### src/logic/dcpwm_regs.svh
`ifndef DCPWM_REGS_SVH
`define DCPWM_REGS_SVH

// ----------------------------------------------------------------------------
// register indices (byte address is four times the index)
// ----------------------------------------------------------------------------
`define DCPWM_IDX_Q5_SENSE     8'h58
`define DCPWM_IDX_Q6_SENSE     8'h59
`define DCPWM_IDX_PERIOD       8'h5C
`define DCPWM_IDX_SW_DELAY     8'h5D
`define DCPWM_IDX_PULSE_WIDTH  8'h5E
`define DCPWM_ADDR_W           12

// ----------------------------------------------------------------------------
// reset values and fields
// ----------------------------------------------------------------------------
`define DCPWM_PERIOD_RST       8'hFF
`define DCPWM_TOF_RST          5'h14
`define DCPWM_PW_RST           8'h00
`define DCPWM_PERIOD_FIX_BIT   6
`define DCPWM_CAL_BIT          7
`define DCPWM_RSV_BIT          6
`define DCPWM_POL_BIT          5
`define DCPWM_OFF_ADD          8'h04

// ----------------------------------------------------------------------------
// timing
// ----------------------------------------------------------------------------
`define DCPWM_STEP_PS          61035
`define DCPWM_CLK_PERIOD_PS    10000
`define DCPWM_CAL_TIME_US      1000
`define DCPWM_CAL_CYCLES       (`DCPWM_CAL_TIME_US * 1000000 / `DCPWM_CLK_PERIOD_PS)

`endif

### src/logic/dcpwm_pkg.sv
package dcpwm_pkg;

    typedef enum logic [1:0] {
        st_idle = 2'b00,
        st_on   = 2'b01,
        st_off  = 2'b10,
        st_cal  = 2'b11
    } dcpwm_state_e;

    typedef logic [7:0] dcpwm_byte_t;

endpackage

### src/logic/dcpwm_tick.sv
`timescale 1ns/100ps
`include "dcpwm_regs.svh"

// fractional divider: one pulse per pwm time step on average, so the
// step is exact over a period while each step jitters by one clock
module dcpwm_tick #(
    parameter int STEP_PS = `DCPWM_STEP_PS,
    parameter int CLK_PS  = `DCPWM_CLK_PERIOD_PS
) (
    // clock, reset and enable
    input  wire logic clk,
    input  wire logic sys_rst,
    input  wire logic ce,
    // step pulse
    output logic      step
);

    logic [16:0] acc;
    logic [17:0] sum;

    assign sum = {1'b0, acc} + 18'(CLK_PS);

    always_ff @(posedge clk) begin
        if (sys_rst) begin
            acc  <= 17'h00000;
            step <= 1'b0;
        end else if (ce) begin
            if (sum >= 18'(STEP_PS)) begin
                acc  <= 17'(sum - 18'(STEP_PS));
                step <= 1'b1;
            end else begin
                acc  <= sum[16:0];
                step <= 1'b0;
            end
        end
    end

endmodule

### src/logic/dcpwm_core.sv
`timescale 1ns/100ps
`include "dcpwm_regs.svh"

// ----------------------------------------------------------------------------
// Operation
// - fifth transistor current readable as 8-bit code
// - sixth transistor current readable, same scale
// - pwm period equals period code time steps
// - period bit 6 reads one, ignores writes
// - writing calibration bit one starts calibration
// - calibration bit reads one while running
// - bit 5 reports feed-forward polarity, read-only
// - polarity zero opposite, one same as drive
// - drive off at least off code plus four
// - pulse width code is on plus off plus four
// ----------------------------------------------------------------------------
module dcpwm_core #(
    parameter int CAL_CYCLES = `DCPWM_CAL_CYCLES
) (
    // clock, reset, enable
    input  wire logic        clk,
    input  wire logic        sys_rst,
    input  wire logic        ce,
    // apb slave
    input  wire logic        psel,
    input  wire logic        penable,
    input  wire logic        pwrite,
    input  wire logic [11:0] paddr,
    input  wire logic [31:0] pwdata,
    output logic      [31:0] prdata,
    output logic             pready,
    output logic             pslverr,
    // analog side
    input  wire logic [7:0]  q5_current_adc,
    input  wire logic [7:0]  q6_current_adc,
    input  wire logic        peak_current_trip,
    input  wire logic        ff_same_polarity_strap,
    // converter pins
    output logic             converter_drive_pin,
    output logic             feedforward_pin,
    output logic             peak_current_cal_active
);

    localparam int CW = $clog2(CAL_CYCLES + 1);
    localparam logic [7:0] PERIOD_RST = `DCPWM_PERIOD_RST;

    // ------------------------------------------------------------------------
    // helpers
    // ------------------------------------------------------------------------
    function automatic logic [7:0] add_sat8(input logic [7:0] a,
                                            input logic [7:0] b);
        logic [8:0] s;
        s = {1'b0, a} + {1'b0, b};
        add_sat8 = s[8] ? 8'hFF : s[7:0];
    endfunction

    function automatic logic is_mapped(input logic [11:0] addr);
        logic [9:0] idx;
        idx = addr[11:2];
        is_mapped = (addr[1:0] == 2'b00) &&
                    (idx == 10'(`DCPWM_IDX_Q5_SENSE) ||
                     idx == 10'(`DCPWM_IDX_Q6_SENSE) ||
                     idx == 10'(`DCPWM_IDX_PERIOD) ||
                     idx == 10'(`DCPWM_IDX_SW_DELAY) ||
                     idx == 10'(`DCPWM_IDX_PULSE_WIDTH));
    endfunction

    // ------------------------------------------------------------------------
    // state
    // ------------------------------------------------------------------------
    dcpwm_pkg::dcpwm_state_e state;
    dcpwm_pkg::dcpwm_byte_t  fifth_transistor_current;
    dcpwm_pkg::dcpwm_byte_t  sixth_transistor_current;
    dcpwm_pkg::dcpwm_byte_t  measured_pulse_width;
    dcpwm_pkg::dcpwm_byte_t  pwm_period_code;
    logic [6:0]              period_wr;
    logic [4:0]              min_off_time_code;
    logic                    feedforward_polarity_flag;
    logic [7:0]              cur_period;
    logic [7:0]              cur_off;
    logic [7:0]              tick_cnt;
    logic [7:0]              on_cnt;
    logic [CW-1:0]           cal_cnt;
    logic                    step;
    logic [9:0]              idx;
    logic                    wr_en;
    logic                    rd_setup;
    logic                    peak_current_cal_go;
    logic                    period_end;
    logic [7:0]              next_off;
    logic                    stay_on;

    dcpwm_tick dcpwm_tick_i (
        .clk     (clk),
        .sys_rst (sys_rst),
        .ce      (ce),
        .step    (step)
    );

    // ------------------------------------------------------------------------
    // apb decode
    // ------------------------------------------------------------------------
    assign idx      = paddr[11:2];
    assign pready   = ce;
    assign pslverr  = psel && penable && !is_mapped(paddr);
    assign wr_en    = ce && psel && penable && pwrite && is_mapped(paddr);
    assign rd_setup = ce && psel && !penable && !pwrite;

    // bit 6 is not stored, it is wired high
    assign pwm_period_code = {period_wr[6], 1'b1, period_wr[5:0]};

    assign peak_current_cal_go = wr_en &&
        idx == 10'(`DCPWM_IDX_SW_DELAY) &&
        pwdata[`DCPWM_CAL_BIT];

    // ------------------------------------------------------------------------
    // sense capture
    // ------------------------------------------------------------------------
    always_ff @(posedge clk) begin
        if (sys_rst) begin
            fifth_transistor_current <= 8'h00;
            sixth_transistor_current <= 8'h00;
        end else if (ce) begin
            fifth_transistor_current <= q5_current_adc;
            sixth_transistor_current <= q6_current_adc;
        end
    end

    // variant strap is caught while reset is held
    always_ff @(posedge clk) begin
        if (sys_rst) begin
            feedforward_polarity_flag <= ff_same_polarity_strap;
        end
    end

    // ------------------------------------------------------------------------
    // writable fields
    // ------------------------------------------------------------------------
    always_ff @(posedge clk) begin
        if (sys_rst) begin
            period_wr         <= {PERIOD_RST[7], PERIOD_RST[5:0]};
            min_off_time_code <= `DCPWM_TOF_RST;
        end else if (wr_en) begin
            if (idx == 10'(`DCPWM_IDX_PERIOD)) begin
                period_wr <= {pwdata[7], pwdata[5:0]};
            end
            if (idx == 10'(`DCPWM_IDX_SW_DELAY)) begin
                min_off_time_code <= pwdata[4:0];
            end
        end
    end

    // ------------------------------------------------------------------------
    // read data, latched in the setup phase so the answer is a flop
    // ------------------------------------------------------------------------
    always_ff @(posedge clk) begin
        if (sys_rst) begin
            prdata <= 32'h00000000;
        end else if (rd_setup) begin
            prdata <= 32'h00000000;
            case (idx)
                10'(`DCPWM_IDX_Q5_SENSE): begin
                    prdata[7:0] <= fifth_transistor_current;
                end
                10'(`DCPWM_IDX_Q6_SENSE): begin
                    prdata[7:0] <= sixth_transistor_current;
                end
                10'(`DCPWM_IDX_PERIOD): begin
                    prdata[7:0] <= pwm_period_code;
                end
                10'(`DCPWM_IDX_SW_DELAY): begin
                    prdata[`DCPWM_CAL_BIT] <= (state == dcpwm_pkg::st_cal);
                    prdata[`DCPWM_RSV_BIT] <= 1'b0;
                    prdata[`DCPWM_POL_BIT] <= feedforward_polarity_flag;
                    prdata[4:0]            <= min_off_time_code;
                end
                10'(`DCPWM_IDX_PULSE_WIDTH): begin
                    prdata[7:0] <= measured_pulse_width;
                end
                default: begin
                    prdata <= 32'h00000000;
                end
            endcase
        end
    end

    // ------------------------------------------------------------------------
    // pwm sequencer
    // ------------------------------------------------------------------------
    // new period settings are only taken at a period boundary, so a write
    // without the calibration bit never produces a truncated or stretched cycle
    assign next_off   = 8'(min_off_time_code) + `DCPWM_OFF_ADD;
    assign period_end = step && (tick_cnt == cur_period - 8'h01);
    // stay on for the next step only if the rest still fits the off time
    assign stay_on    = !peak_current_trip &&
                        ({1'b0, tick_cnt} + 9'h002 + {1'b0, cur_off}
                         <= {1'b0, cur_period});

    always_ff @(posedge clk) begin
        if (sys_rst) begin
            state                <= dcpwm_pkg::st_idle;
            cur_period           <= `DCPWM_PERIOD_RST;
            cur_off              <= 8'(`DCPWM_TOF_RST) + `DCPWM_OFF_ADD;
            tick_cnt             <= 8'h00;
            on_cnt               <= 8'h00;
            measured_pulse_width <= `DCPWM_PW_RST;
            cal_cnt              <= '0;
        end else if (ce) begin
            if (peak_current_cal_go && state != dcpwm_pkg::st_cal) begin
                state   <= dcpwm_pkg::st_cal;
                cal_cnt <= CW'(CAL_CYCLES - 1);
            end else begin
                case (state)
                    dcpwm_pkg::st_idle: begin
                        if (step) begin
                            cur_period <= pwm_period_code;
                            cur_off    <= next_off;
                            tick_cnt   <= 8'h00;
                            on_cnt     <= 8'h00;
                            if (next_off + 8'h01 <= pwm_period_code) begin
                                state <= dcpwm_pkg::st_on;
                            end else begin
                                state <= dcpwm_pkg::st_off;
                            end
                        end
                    end
                    dcpwm_pkg::st_on: begin
                        if (step) begin
                            tick_cnt <= tick_cnt + 8'h01;
                            on_cnt   <= on_cnt + 8'h01;
                            if (!stay_on) begin
                                state <= dcpwm_pkg::st_off;
                            end
                        end
                    end
                    dcpwm_pkg::st_off: begin
                        if (period_end) begin
                            measured_pulse_width <=
                                add_sat8(on_cnt, cur_off);
                            cur_period <= pwm_period_code;
                            cur_off    <= next_off;
                            tick_cnt   <= 8'h00;
                            on_cnt     <= 8'h00;
                            if (next_off + 8'h01 <= pwm_period_code) begin
                                state <= dcpwm_pkg::st_on;
                            end
                        end else if (step) begin
                            tick_cnt <= tick_cnt + 8'h01;
                        end
                    end
                    dcpwm_pkg::st_cal: begin
                        if (cal_cnt == '0) begin
                            // a whole off period first, so a pulse cut by
                            // calibration never shortens the off time
                            state    <= dcpwm_pkg::st_off;
                            tick_cnt <= 8'h00;
                            on_cnt   <= 8'h00;
                        end else begin
                            cal_cnt <= cal_cnt - CW'(1);
                        end
                    end
                    default: begin
                        state <= dcpwm_pkg::st_idle;
                    end
                endcase
            end
        end
    end

    // ------------------------------------------------------------------------
    // pins
    // ------------------------------------------------------------------------
    assign converter_drive_pin     = (state == dcpwm_pkg::st_on);
    assign peak_current_cal_active = (state == dcpwm_pkg::st_cal);
    assign feedforward_pin = feedforward_polarity_flag ?
        converter_drive_pin : !converter_drive_pin;

    // ------------------------------------------------------------------------
    // checks
    // ------------------------------------------------------------------------
    logic [7:0] off_ticks;
    logic [7:0] off_req;

    always_ff @(posedge clk) begin
        if (sys_rst) begin
            off_ticks <= 8'hFF;
            off_req   <= 8'h00;
        end else if (ce) begin
            if (state == dcpwm_pkg::st_on && !stay_on && step) begin
                off_ticks <= 8'h00;
                off_req   <= cur_off;
            end else if (step && !converter_drive_pin &&
                         off_ticks != 8'hFF) begin
                off_ticks <= off_ticks + 8'h01;
            end
        end
    end

    property p_q5_sense;
        @(posedge clk) disable iff (sys_rst)
        ce |=> fifth_transistor_current == $past(q5_current_adc);
    endproperty
    a_q5_sense: assert property (p_q5_sense)
        else $error("fifth transistor current not captured");

    property p_q6_read;
        @(posedge clk) disable iff (sys_rst)
        (rd_setup && idx == 10'(`DCPWM_IDX_Q6_SENSE))
        |=> prdata == {24'h000000, $past(sixth_transistor_current)};
    endproperty
    a_q6_read: assert property (p_q6_read)
        else $error("sixth transistor current read wrong");

    property p_period_wrap;
        @(posedge clk) disable iff (sys_rst)
        (ce && period_end && state == dcpwm_pkg::st_off)
        |=> tick_cnt == 8'h00 && cur_period == $past(pwm_period_code);
    endproperty
    a_period_wrap: assert property (p_period_wrap)
        else $error("period did not restart at its code");

    property p_period_fixed;
        @(posedge clk) disable iff (sys_rst)
        (rd_setup && idx == 10'(`DCPWM_IDX_PERIOD)) |=> prdata[6];
    endproperty
    a_period_fixed: assert property (p_period_fixed)
        else $error("period bit 6 not one");

    property p_cal_start;
        @(posedge clk) disable iff (sys_rst)
        peak_current_cal_go |=> peak_current_cal_active
            && !converter_drive_pin;
    endproperty
    a_cal_start: assert property (p_cal_start)
        else $error("calibration did not start");

    property p_cal_read;
        @(posedge clk) disable iff (sys_rst)
        (rd_setup && idx == 10'(`DCPWM_IDX_SW_DELAY))
        |=> prdata[7] == $past(peak_current_cal_active) && !prdata[6];
    endproperty
    a_cal_read: assert property (p_cal_read)
        else $error("calibration status or reserved bit wrong");

    property p_polarity;
        @(posedge clk) disable iff (sys_rst)
        (rd_setup && idx == 10'(`DCPWM_IDX_SW_DELAY))
        |=> prdata[5] == (feedforward_pin == converter_drive_pin);
    endproperty
    a_polarity: assert property (p_polarity)
        else $error("polarity flag disagrees with pins");

    property p_min_off;
        @(posedge clk) disable iff (sys_rst)
        $rose(converter_drive_pin) && off_ticks != 8'hFF
        |-> off_ticks >= off_req;
    endproperty
    a_min_off: assert property (p_min_off)
        else $error("minimum off time violated");

    property p_pulse_width;
        @(posedge clk) disable iff (sys_rst)
        (ce && period_end && state == dcpwm_pkg::st_off)
        |=> measured_pulse_width == add_sat8($past(on_cnt), $past(cur_off));
    endproperty
    a_pulse_width: assert property (p_pulse_width)
        else $error("pulse width code wrong");

    property p_cal_done;
        @(posedge clk) disable iff (sys_rst)
        (ce && state == dcpwm_pkg::st_cal && cal_cnt == '0
         && !peak_current_cal_go) |=> !peak_current_cal_active;
    endproperty
    a_cal_done: assert property (p_cal_done)
        else $error("calibration bit did not clear");

endmodule

### config.mk
export PLATFORM = sky130hd
export DESIGN_NAME = dcpwm_core
export DESIGN_NICKNAME = d
export VERILOG_FILES = /design/src/logic/dcpwm_pkg.sv /design/src/logic/dcpwm_tick.sv /design/src/logic/dcpwm_core.sv
export VERILOG_INCLUDE_DIRS = /design/src /design/src/logic
export SDC_FILE = /design/constraint.sdc
export NUM_CORES = 1
export LEC_CHECK = 0
export BUFFER_PORTS_ARGS = -buffer_cell sky130_fd_sc_hd__buf_4
export CORE_ASPECT_RATIO = 0.7
export CORE_MARGIN = 4
export CORE_UTILIZATION = 53
export DETAILED_ROUTE_END_ITERATION = 6
export PLACE_DENSITY_LB_ADDON = 0.25
export SLEW_MARGIN = 25
export SYNTH_ARGS = -nofsm -noshare
export SYNTH_HDL_FRONTEND = slang
export SYNTH_SLANG_ARGS = --single-unit
### constraint.sdc
create_clock -name clk -period 3.8 [get_ports clk]
set_clock_uncertainty 0.1 [all_clocks]
set_input_delay 0.76 -clock clk [delete_from_list [all_inputs] [get_ports clk]]
set_output_delay 0.76 -clock clk [all_outputs]
set_load 0.01 [all_outputs]
==> summary.md <==
| Metric | Value |
|---|---|
| Worst-path clk slew | `0.08 ns` |
| CP Buf/Inv Count | `3` |
| Worst slew margin | `0.5988` |
| Critical path launch point type | `register` |
| CP max FO | `4` |
| GP Congestion | `0.9597` |
| Clock Tree Buf Depth | `2` |
| Critical path arrival | `3.81 ns` |
| Fraction of layout cells with a size suffix above 1 | `0.1605` |
| Pwr dens | `~320 nW/µm²` |
| Main flop type after synthesis | `dfxtp_1` |
| P_leak | `~3.6 nW` |
| Worst-Margin Slew | `just under 0.6 ns` |
| Clock sink count | `111` |
| Initial DRC Count | `552` |
| CTS tree | `yes` |
| Post-synthesis cell count | `878` |
| # nets final | `1052` |
| Hold Crit Class | `register to register` |
| Minimum hold slack | `0.3725 ns` |
| Outcome | `complete, no violations` |
| Hold Path Depth | `2` |
| Cell variety after synth | `~90` |
| Final Hold Viols | `0` |
| Die ar. | `15920 µm²` |
| Final WL | `around 20000 µm` |
| EDFF count, synth | `1` |
| Worst Path Required | `3.97 ns` |
| Hold EP | `measured_pulse_width[6]` |
| Htree depth | `3` |
| Synth Area per Inst | `8.414 µm²` |
| Worst-Skew Late Latency | `0.35 ns` |
| Die width | `149.1 µm` |
| Tcrit/Tclk final | `0.9582` |
| Inserted Diodes | `0` |
| Starting Density | `0.5513` |
| Peak supply drop | `0.2101 mV` |
| CP max stage delay | `between 0.3 and 0.4 ns` |
| Setup CP Type | `register to register` |
| Cell Chain, Critical Path | `inv_2 -> ha_4 -> inv_4 -> ha_4 -> inv_2 -> fa_2 -> nor2b_1 -> o21ai_1 -> nand2b_1 -> a21o_1 -> a21oi_2 -> xnor2_1 -> ha_1 -> nand3b_1 -> or3_1 -> nand4_1 -> a21boi_2 -> o211ai_1 -> or2_1 -> a311oi_1` |
| Final setup vio count | `0` |
| Core Region | `13400 µm²` |
| DR vias/cell | `about 5.9` |
| CP max stage cell | `fa_2` |
| Initial antenna violation count | `0` |
| #FFs+latches synth | `approximately 110` |
| Overflow after GRT | `0` |
| Post-DP HPWL | `between 15000 and 20000 µm` |
| Clock root buffer | `clkbuf_16` |
| RSZ-0062 raised after global routing | `true` |
| CTS buffer count | `9` |
| Tot GR Track Use | `0.2471` |
| Async S/R FF share, synth | `0` |
| Port Buf Inserts | `55` |
| Vias | `around 6600` |
| Vias in the first global route | `approximately 5700` |
| R2R Path End | `state[0]` |
| Fillers | `1184` |
| Fin util | `0.6267` |
| Post-CTS Hold Buffers | `0` |
| Ys Warns | `0` |
| Synthesized cell area | `7387 µm²` |
| Crit. End Element | `register` |
| Total power | `0.002720 W` |
| # DRC | `0` |
| Design Area, Final | `8398 µm²` |
| Final Max Slew Viols | `0` |
| Worst R2R Start | `tick_cnt[1]` |
| First-pass GRT wire length | `31380 µm` |
| Tmin final | `about 3.6 ns` |
| Worst Setup SP | `tick_cnt[1]` |
| Largest net degree at the start of global routing | `between 50 and 60` |
| First drt pass iteration count | `5` |
| CP delay by family, top | `adder cells` |
| Worst hold start | `measured_pulse_width[6]` |
| Post-synthesis sequential area ratio | `0.3022` |
| Reg2Reg Depth | `20` |
| Post-DP Area | `8013 µm²` |
| R2R setup slack | `0.16 ns` |
| Antenna-violating nets left | `0` |
| Routed len/inst | `17.40 µm` |
| # IOs | `105` |
| FMAX | `274.6 MHz` |
| Die height | `106.8 µm` |
| Max_cap viols | `0` |
| Row cnt | `35` |
| Relative area change from synthesis to final layout | `13.69%` |
## logic make-up (layout without fill, tap and decap cells)
kind of cell | after synthesis | after routing | share of synthesized area
flip-flops | 111 | 111 | 0.3022
AO/OA/AOI/OAI | 219 | 219 | 0.2160
adder cells (fa/ha/maj) | 48 | 48 | 0.08333
other | 1 | 24 | 0.0005076
multiplexers | 40 | 40 | 0.05708
XOR/XNOR | 42 | 42 | 0.04980
buffers and inverters | 115 | 155 | 0.07707
AND/OR/NAND/NOR | 302 | 302 | 0.2141
## registers in the layout (all words and copies together) (netlist names), 8 cells and up
name	count
measured_pulse_width	8
dcpwm_tick_i.acc	17
cal_cnt	17
sixth_transistor_current	8
tick_cnt	8
fifth_transistor_current	8
prdata	8
on_cnt	8
## cell usage after synthesis (12+ instances only)
master | number | area [µm²]
ha_1 | 46 | 575.6
nor2b_1 | 18 | 112.6
inv_1 | 49 | 183.9
nor2_1 | 103 | 386.6
xnor2_1 | 23 | 201.4
xor2_1 | 19 | 166.4
clkbuf_1 | 23 | 86.33
nand2b_1 | 15 | 93.84
nand2_1 | 42 | 157.7
nand4_1 | 13 | 81.33
nand3_1 | 18 | 90.09
o21ai_0 | 30 | 150.1
a211oi_1 | 12 | 90.09
a211o_1 | 15 | 131.4
or3_1 | 12 | 75.07
buf_4 | 27 | 202.7
mux2i_1 | 26 | 260.3
dfxtp_1 | 110 | 2202
nor3_1 | 24 | 120.1
a21oi_1 | 53 | 265.3
## cell usage in the layout, fill, tap and decap left out, types with 13 or more instances in the layout
cell | netlist | routed
nor3_1 | 24 | 24
ha_1 | 46 | 44
buf_4 | 27 | 88
a21oi_1 | 53 | 52
nor2_1 | 103 | 103
nor2b_1 | 18 | 18
xnor2_1 | 23 | 23
mux2i_1 | 26 | 26
a211o_1 | 15 | 15
nand4_1 | 13 | 13
nand2b_1 | 15 | 15
dfxtp_1 | 110 | 108
nand2_1 | 42 | 42
nand3_1 | 18 | 18
o21ai_0 | 30 | 29
conb_1 | 1 | 24
inv_1 | 49 | 45
xor2_1 | 19 | 19
## layout make-up
cell class / count / area (µm²) / share of cell area
Clock buffer: 10 / 239.0 / 0.02846
Clock inverter: 6 / 61.31 / 0.007300
Inverter: 49 / 186.4 / 0.02220
Multi-Input combinational cell: 675 / 4745 / 0.5650
Sequential cell: 111 / 2235 / 0.2661
Tap cell: 185 / 231.5 / 0.02756
Timing Repair Buffer: 90 / 700.7 / 0.08343
## per-stage QoR
step                worst slack, ns  TNS, ns  cells
global route                -0.1082  -0.2132   1126
finish                       0.1590        0   1126
floorplan                    0.1110        0    901
CTS                         0.01036        0   1125
global placement            0.01115        0   1109
detailed placement          -0.1032  -0.1895   1109
## worst register-to-register path: stages (launching register included)
cell      delay, ns
dfxtp_2        0.34
inv_2          0.05
ha_4           0.24
inv_4          0.06
ha_4           0.13
inv_2          0.04
fa_2           0.37
nor2b_1        0.12
o21ai_1        0.07
nand2b_1       0.10
a21o_1         0.13
a21oi_2        0.05
xnor2_1        0.13
ha_1           0.34
nand3b_1       0.08
or3_1          0.35
nand4_1        0.12
a21boi_2       0.18
o211ai_1       0.11
or2_1          0.25
a311oi_1       0.21
## per-layer routing
layer,global-route usage,share of wire,vias up
met5,0,0,-
met1,0.4194,0.52,3084
met3,0.05239,0.093,17
met4,0.05029,0.011,0
li1,-,-,3273
met2,0.3053,0.38,245
## power by group
part / switching [W] / internal, W / total [W]
logic: 0.000281 / 0.000209 / 0.000490
clock network: 0.000478 / 0.000481 / 0.000960
registers: 0.0000617 / 0.00121 / 0.00127
total: 0.000821 / 0.00190 / 0.00272
## timing repair
item | CTS | global route
gates resized for setup | 3 | 18
buffers inserted | 0 | 1
pin swaps | 1 | 16
endpoints found under the setup margin | 2 | 2
## worst max-delay path by stage
stage | end | slack [ns] | cells past startpoint
after CTS | state[0] | 0.01 | 20
after global placement | state[0] | 0.01 | 20
after detailed placement | state[0] | -0.10 | 20
after global routing | state[0] | -0.11 | 20
final | state[0] | 0.16 | 20
after floorplan | state[0] | 0.11 | 20
No activity file was read; power rests on OpenSTA's default activity.
